File: config.mk
export PLATFORM = sky130hd
export DESIGN_NAME = bcwp_config
export DESIGN_NICKNAME = d
export VERILOG_FILES = /design/src/rtl/bcwp_pkg.sv /design/src/rtl/bcwp_cell.sv /design/src/rtl/bcwp_guard.sv /design/src/rtl/bcwp_config.sv
export SDC_FILE = /design/constraint.sdc
export NUM_CORES = 1
export LEC_CHECK = 0
export CAP_MARGIN = 20
export CORE_UTILIZATION = 65
export CTS_CLUSTER_SIZE = 20
export DETAILED_ROUTE_END_ITERATION = 16
export DONT_BUFFER_PORTS = 1
export PLACE_DENSITY = 0.81
export SYNTH_ARGS = -nofsm -noshare
export SYNTH_HDL_FRONTEND = slang
export SYNTH_SLANG_ARGS = --single-unit
File: constraint.sdc
create_clock -name core_clk_i -period 2.4 [get_ports core_clk_i]
set_input_delay 0.24 -clock core_clk_i [delete_from_list [all_inputs] [get_ports core_clk_i]]
set_output_delay 0.24 -clock core_clk_i [all_outputs]
set_load 0.05 [all_outputs]
File: src/rtl/bcwp_pkg.sv
// Purpose: Shared constants and types for the block code and write protection configuration.
// Assumes: Byte-wide configuration cells reached over a plain register port.
// Notes: Addresses are the byte addresses of the configuration space.
package bcwp_pkg;

  localparam int unsigned ADDR_W = 22;
  localparam logic [21:0] CP_LOW_ADDR = 22'h300008;
  localparam logic [21:0] CP_HIGH_ADDR = 22'h300009;
  localparam logic [21:0] WP_LOW_ADDR = 22'h30000a;

  localparam logic [3:0] CP_LOW_RESET = 4'hf;
  localparam logic [1:0] CP_HIGH_RESET = 2'h3;
  localparam logic [3:0] WP_LOW_RESET = 4'hf;

  localparam int unsigned BLOCK_LSB = 0;
  localparam int unsigned BLOCK_MSB = 3;
  localparam int unsigned BOOT_POS = 6;
  localparam int unsigned EEPROM_POS = 7;

  localparam logic [7:0] READ_BLOCKED = 8'h00;

  typedef enum logic [1:0] {
    BCWP_REGION_BLOCK = 2'b00,
    BCWP_REGION_BOOT = 2'b01,
    BCWP_REGION_EEPROM = 2'b10
  } bcwp_region_e;

  typedef struct packed {
    bcwp_region_e region;
    logic [1:0] block;
  } bcwp_target_s;

  typedef struct packed {
    logic [3:0] block_read_guard;
    logic boot_read_guard;
    logic eeprom_read_guard;
    logic [3:0] block_write_guard;
  } bcwp_guards_s;

endpackage

File: src/rtl/bcwp_cell.sv
// Purpose: One nonvolatile-style configuration bit with a chosen write policy.
// Assumes: Writes arrive as one-cycle strobes on core_clk_i.
// Notes: Clear-only cells can move from 1 to 0 and never back.
`timescale 1ns/100ps
module bcwp_cell import bcwp_pkg::*; #(
  parameter bit CLEAR_ONLY = 1'b1
) (
  input wire logic core_clk_i,
  input wire logic rst_n_i,
  input wire logic wr_i,
  input wire logic din_i,
  output logic q_o
);

  logic bit_r;
  logic bit_nxt;

  // Clear-only cells AND the new value in, so a 0 can never return to 1.
  assign bit_nxt = !wr_i ? bit_r : (CLEAR_ONLY ? (bit_r & din_i) : din_i);

  always_ff @(posedge core_clk_i or negedge rst_n_i) begin
    if (!rst_n_i) begin
      bit_r <= 1'b1;
    end else begin
      bit_r <= bit_nxt;
    end
  end

  assign q_o = bit_r;
endmodule // bcwp_cell

File: src/rtl/bcwp_guard.sv
// Purpose: Decides whether one memory access is refused or blocked.
// Assumes: Guard bits are 1 when unprotected.
// Notes: Pure combinational decode.
`timescale 1ns/100ps
module bcwp_guard import bcwp_pkg::*; (
  input bcwp_target_s target_i,
  input bcwp_guards_s guards_i,
  output logic read_ok_o,
  output logic write_ok_o
);

  wire logic blk_read_ok;
  wire logic blk_write_ok;

  assign blk_read_ok = guards_i.block_read_guard[target_i.block];
  assign blk_write_ok = guards_i.block_write_guard[target_i.block];

  assign read_ok_o = (target_i.region == BCWP_REGION_BLOCK) ? blk_read_ok :
                     (target_i.region == BCWP_REGION_BOOT) ? guards_i.boot_read_guard :
                     (target_i.region == BCWP_REGION_EEPROM) ? guards_i.eeprom_read_guard : 1'b0;
  assign write_ok_o = (target_i.region == BCWP_REGION_BLOCK) ? blk_write_ok : 1'b1;

endmodule // bcwp_guard

File: src/rtl/bcwp_config.sv
// Purpose: Holds code and write protection configuration bytes and applies them to memory accesses.
// Assumes: Programming writes come over the register port; the access port is driven by memory logic.
// Notes: Reset stands in for the unprogrammed erased state of the cells.
`timescale 1ns/100ps

module bcwp_config import bcwp_pkg::*; (
  input wire logic core_clk_i,
  input wire logic rst_n_i,
  input wire logic [21:0] reg_addr_i,
  input wire logic [7:0] reg_wdata_i,
  input wire logic reg_wr_i,
  input wire logic reg_rd_i,
  output logic [7:0] reg_rdata_o,
  input wire logic acc_req_i,
  input wire logic acc_write_i,
  input bcwp_target_s acc_target_i,
  input wire logic [7:0] acc_rdata_i,
  output logic acc_write_ok_o,
  output logic acc_read_ok_o,
  output logic [7:0] acc_rdata_o,
  output bcwp_guards_s guards_o
);

  // ==========================================================
  // Register decode.
  wire logic sel_cp_low;
  wire logic sel_cp_high;
  wire logic sel_wp_low;
  wire logic wr_cp_low;
  wire logic wr_cp_high;
  wire logic wr_wp_low;

  assign sel_cp_low = (reg_addr_i == CP_LOW_ADDR);
  assign sel_cp_high = (reg_addr_i == CP_HIGH_ADDR);
  assign sel_wp_low = (reg_addr_i == WP_LOW_ADDR);
  assign wr_cp_low = reg_wr_i & sel_cp_low;
  assign wr_cp_high = reg_wr_i & sel_cp_high;
  assign wr_wp_low = reg_wr_i & sel_wp_low;

  // ==========================================================
  // Protection cells.
  wire logic [3:0] cp_block;
  logic cp_boot;
  logic cp_eeprom;
  wire logic [3:0] wp_block;

  // Code cells only clear, while write cells take any value, so write protection can be lifted again.
  genvar gi;
  generate
    for (gi = BLOCK_LSB; gi <= BLOCK_MSB; gi++) begin : g_block
      bcwp_cell #(.CLEAR_ONLY(1'b1)) u_cp (
        .core_clk_i(core_clk_i),
        .rst_n_i(rst_n_i),
        .wr_i(wr_cp_low),
        .din_i(reg_wdata_i[gi]),
        .q_o(cp_block[gi])
      );
      bcwp_cell #(.CLEAR_ONLY(1'b0)) u_wp (
        .core_clk_i(core_clk_i),
        .rst_n_i(rst_n_i),
        .wr_i(wr_wp_low),
        .din_i(reg_wdata_i[gi]),
        .q_o(wp_block[gi])
      );
    end
  endgenerate

  bcwp_cell #(.CLEAR_ONLY(1'b1)) u_cp_boot (
    .core_clk_i(core_clk_i),
    .rst_n_i(rst_n_i),
    .wr_i(wr_cp_high),
    .din_i(reg_wdata_i[BOOT_POS]),
    .q_o(cp_boot)
  );

  bcwp_cell #(.CLEAR_ONLY(1'b1)) u_cp_eeprom (
    .core_clk_i(core_clk_i),
    .rst_n_i(rst_n_i),
    .wr_i(wr_cp_high),
    .din_i(reg_wdata_i[EEPROM_POS]),
    .q_o(cp_eeprom)
  );

  // ==========================================================
  // Read-back path.
  wire logic [7:0] cp_low_view;
  wire logic [7:0] cp_high_view;
  wire logic [7:0] wp_low_view;
  wire logic [7:0] rd_mux;

  assign cp_low_view = {4'h0, cp_block};
  assign cp_high_view = {cp_eeprom, cp_boot, 6'h00};
  assign wp_low_view = {4'h0, wp_block};
  assign rd_mux = sel_cp_low ? cp_low_view :
                  sel_cp_high ? cp_high_view :
                  sel_wp_low ? wp_low_view : 8'h00;

  // Read data drop to zero outside the cycle after a read, so stale bytes never linger.
  logic [7:0] rdata_r;

  always_ff @(posedge core_clk_i or negedge rst_n_i) begin
    if (!rst_n_i) begin
      rdata_r <= 8'h00;
    end else begin
      rdata_r <= reg_rd_i ? rd_mux : 8'h00;
    end
  end

  assign reg_rdata_o = rdata_r;

  // ==========================================================
  // Access guarding.
  bcwp_guards_s guards;
  logic read_ok;
  logic write_ok;
  logic [7:0] acc_rdata_r;

  // One assignment drives the whole struct, so it has a single driver.
  assign guards = '{
    block_read_guard: cp_block,
    boot_read_guard: cp_boot,
    eeprom_read_guard: cp_eeprom,
    block_write_guard: wp_block
  };
  assign guards_o = guards;

  bcwp_guard u_guard (
    .target_i(acc_target_i),
    .guards_i(guards),
    .read_ok_o(read_ok),
    .write_ok_o(write_ok)
  );

  // Handshake answers are combinational so memory logic can gate in the same cycle.
  assign acc_write_ok_o = acc_req_i & acc_write_i & write_ok;
  assign acc_read_ok_o = acc_req_i & ~acc_write_i & read_ok;

  // Read data hold between reads, so memory logic may take them late.
  always_ff @(posedge core_clk_i or negedge rst_n_i) begin
    if (!rst_n_i) begin
      acc_rdata_r <= 8'h00;
    end else if (acc_req_i && !acc_write_i) begin
      acc_rdata_r <= read_ok ? acc_rdata_i : READ_BLOCKED;
    end
  end

  assign acc_rdata_o = acc_rdata_r;
endmodule // bcwp_config

==> impl_metrics.tcl <==
set metrics [dict create \
    root_buffer "clkbuf_4" \
    ys_types 29 \
    endpoint_kind "output pin" \
    worstHoldPathType "input port to flop" \
    status "finished clean" \
    tns_ns 0 \
    ys_ff_latch 24 \
    avgSynthCellArea_sq_um 13.6 \
    cts_tree "done" \
    io_buffers 0 \
    antenna_found_initial 0 \
    drv_cap 0 \
    path_class "flop to output pin" \
    synth_area_sq_um 1240 \
    io_pins 76 \
    hold_viol 0 \
    async_reset_ff_frac 1.00 \
    synth_edf_count 0 \
    die_area_sq_um 2090 \
    grt_pass1_vias 723 \
    regToRegStartpoint "g_block[1].u_cp.q_o" \
    avgRoutedWirePerCell_microns 18.9 \
    grt_pass1_wl_microns 3020 \
    synthTopCellsByArea "dfrtp_1 28%, dfstp_2 21%, buf_4 7.3%" \
    r2r_slack_ns 0.60 \
    critical_path_arrival_ns 1.87 \
    synth_seq_area_share 0.494 \
    fin_worst_skew_ns 0.00220 \
    syn_inst 91 \
    cts.sinks 24 \
    core-area_sq_um 1760 \
    initial_utilization 0.704 \
    crit_start "g_block[1].u_cp.q_o" \
    clk_latency_ns 0.30 \
    drt_iter0_markers 6 \
    rows 15 \
    ir_drop_mv 0.318 \
    crit_path_max_fanout 9 \
    r2r_end "acc_rdata_o[4]" \
    synth_top_area_share 0.282 \
    rr_worst_depth 5 \
    antenna_cells 0 \
    worst_ep_required_time_ns 2.16 \
    drive_gt1_frac 0.353 \
    synth_most_common_cell "dfrtp_1" \
    clkTransAtPathRegs_ns 0.12 \
    whs_ns 0.0627 \
    setup_viol 0 \
    synth_commonest_cells "14 x dfrtp_1, 12 x buf_4, 10 x dfstp_2" \
    leakagePower_uw 0.000547 \
    htree_num_levels 1 \
    synth_flop_cell "dfrtp_1" \
    hpwl_microns 1650 \
    grt_start_max_net_pins 25 \
    gp_congestion 0.691 \
    area_growth_pct 1.51 \
    firstDrtPassIters 3 \
    drtAntennaViolNets 0 \
    nNetsFinal 134 \
    slew_violations 0 \
    finalCriticalPeriod_ns 2.11 \
    gr-total-overflow 0 \
    powerDensity_nw_per_um2 514 \
    cts_buffers 3 \
    track_usage 0.207 \
    startpoint_type "flop" \
    fin_crit_sh 0.880 \
    die_y_microns 45.7 \
    cts_setup_buffers 0 \
    hold_path_depth 1 \
    max_freq_mhz 473 \
    drc 0 \
    yosysWarnings 0 \
    die_w_microns 45.7 \
    num_vias 707 \
    rsz0062_at_grt "false" \
    min_to "acc_rdata_o[3]" \
    cts_buffer_depth 2 \
    yosysTopAreaCell "dfrtp_1" \
    min_from "acc_rdata_i[3]" \
    viasPerCell 6.43 \
    utilization 0.714 \
    finalWirelength_microns 2080 \
]
## state kept, by name, indices dropped and copies added, names as in the netlist
name,count
acc_rdata_o,8
g_block.u_cp.q_o,4
g_block.u_wp.q_o,4
reg_rdata_o,6
u_cp_boot.q_o,1
u_cp_eeprom.q_o,1
## layout make-up
type                       instances  area [sq um]
clock buffer                       4          36.3
fill                             136           504
multi-input combinational         54           534
sequential                        24           613
tap                               25          31.3
timing repair buffer               3          45.0
## metal layers
| layer | track usage | routed length [microns] | vias to the layer above |
|---|---|---|---|
| li1 | - | - | 318 |
| met1 | 0.239 | 767 | 339 |
| met2 | 0.354 | 1070 | 46 |
| met3 | 0.0675 | 217 | 4 |
| met4 | 0.0824 | 23 | 0 |
| met5 | 0 | 0 | - |
## kinds of logic after synthesis
kind of cell	Yosys count	share of synthesized area
AOI/OAI and AO/OA	16	0.113
buffers and inverters	14	0.0786
DFF	24	0.494
muxes	11	0.125
other	1	0.00302
and+or+nand+nor	25	0.186
## layout by cell type (no fill, tap or decap), drive strengths merged, types with 4 or more instances in the layout
cell     n
o21a     4
mux2i    5
a22o     8
nor2     5
clkbuf   4
dfstp   10
mux2     4
dfrtp   14
## report_power, final
| part | switching (uW) | internal, uW |
|---|---|---|
| clock | 108 | 92.4 |
| sequential | 0.00241 | 405 |
| combinational | 26.0 | 16.1 |
| total | 134 | 514 |
## stage by stage
step                      setup slack [ns]  instance area [sq um]  total power [uW]  cells
after CTS                            0.272                   1230               649    109
final                                0.287                   1260               647    110
after global placement               0.627                   1190               440    104
after global routing                 0.186                   1260               678    110
after floorplan                      0.282                   1240               444     92
after detailed placement             0.601                   1190               440    104
## worst max-delay path by stage
stage,slack [ns],endpoint,cells after the start
after floorplan,0.28,acc_rdata_o[0],4
after global placement,0.63,acc_read_ok_o,4
after detailed placement,0.60,g_block[3].u_cp.q_o,4
after CTS,0.27,acc_read_ok_o,4
after global routing,0.19,acc_read_ok_o,4
final,0.29,acc_read_ok_o,4
## what timing repair did
item | 4_1_cts | 5_1_grt
hold buffers | 1 | 0
resized for setup | 0 | 0
hold endpoints to repair | 24 | 0
## critical path, cell delays in order (launching register included)
cell	delay, ns
dfstp_2	0.73
mux4_2	0.30
mux2i_1	0.07
o31ai_2	0.18
buf_4	0.28
(Power assumes the default switching activity.)
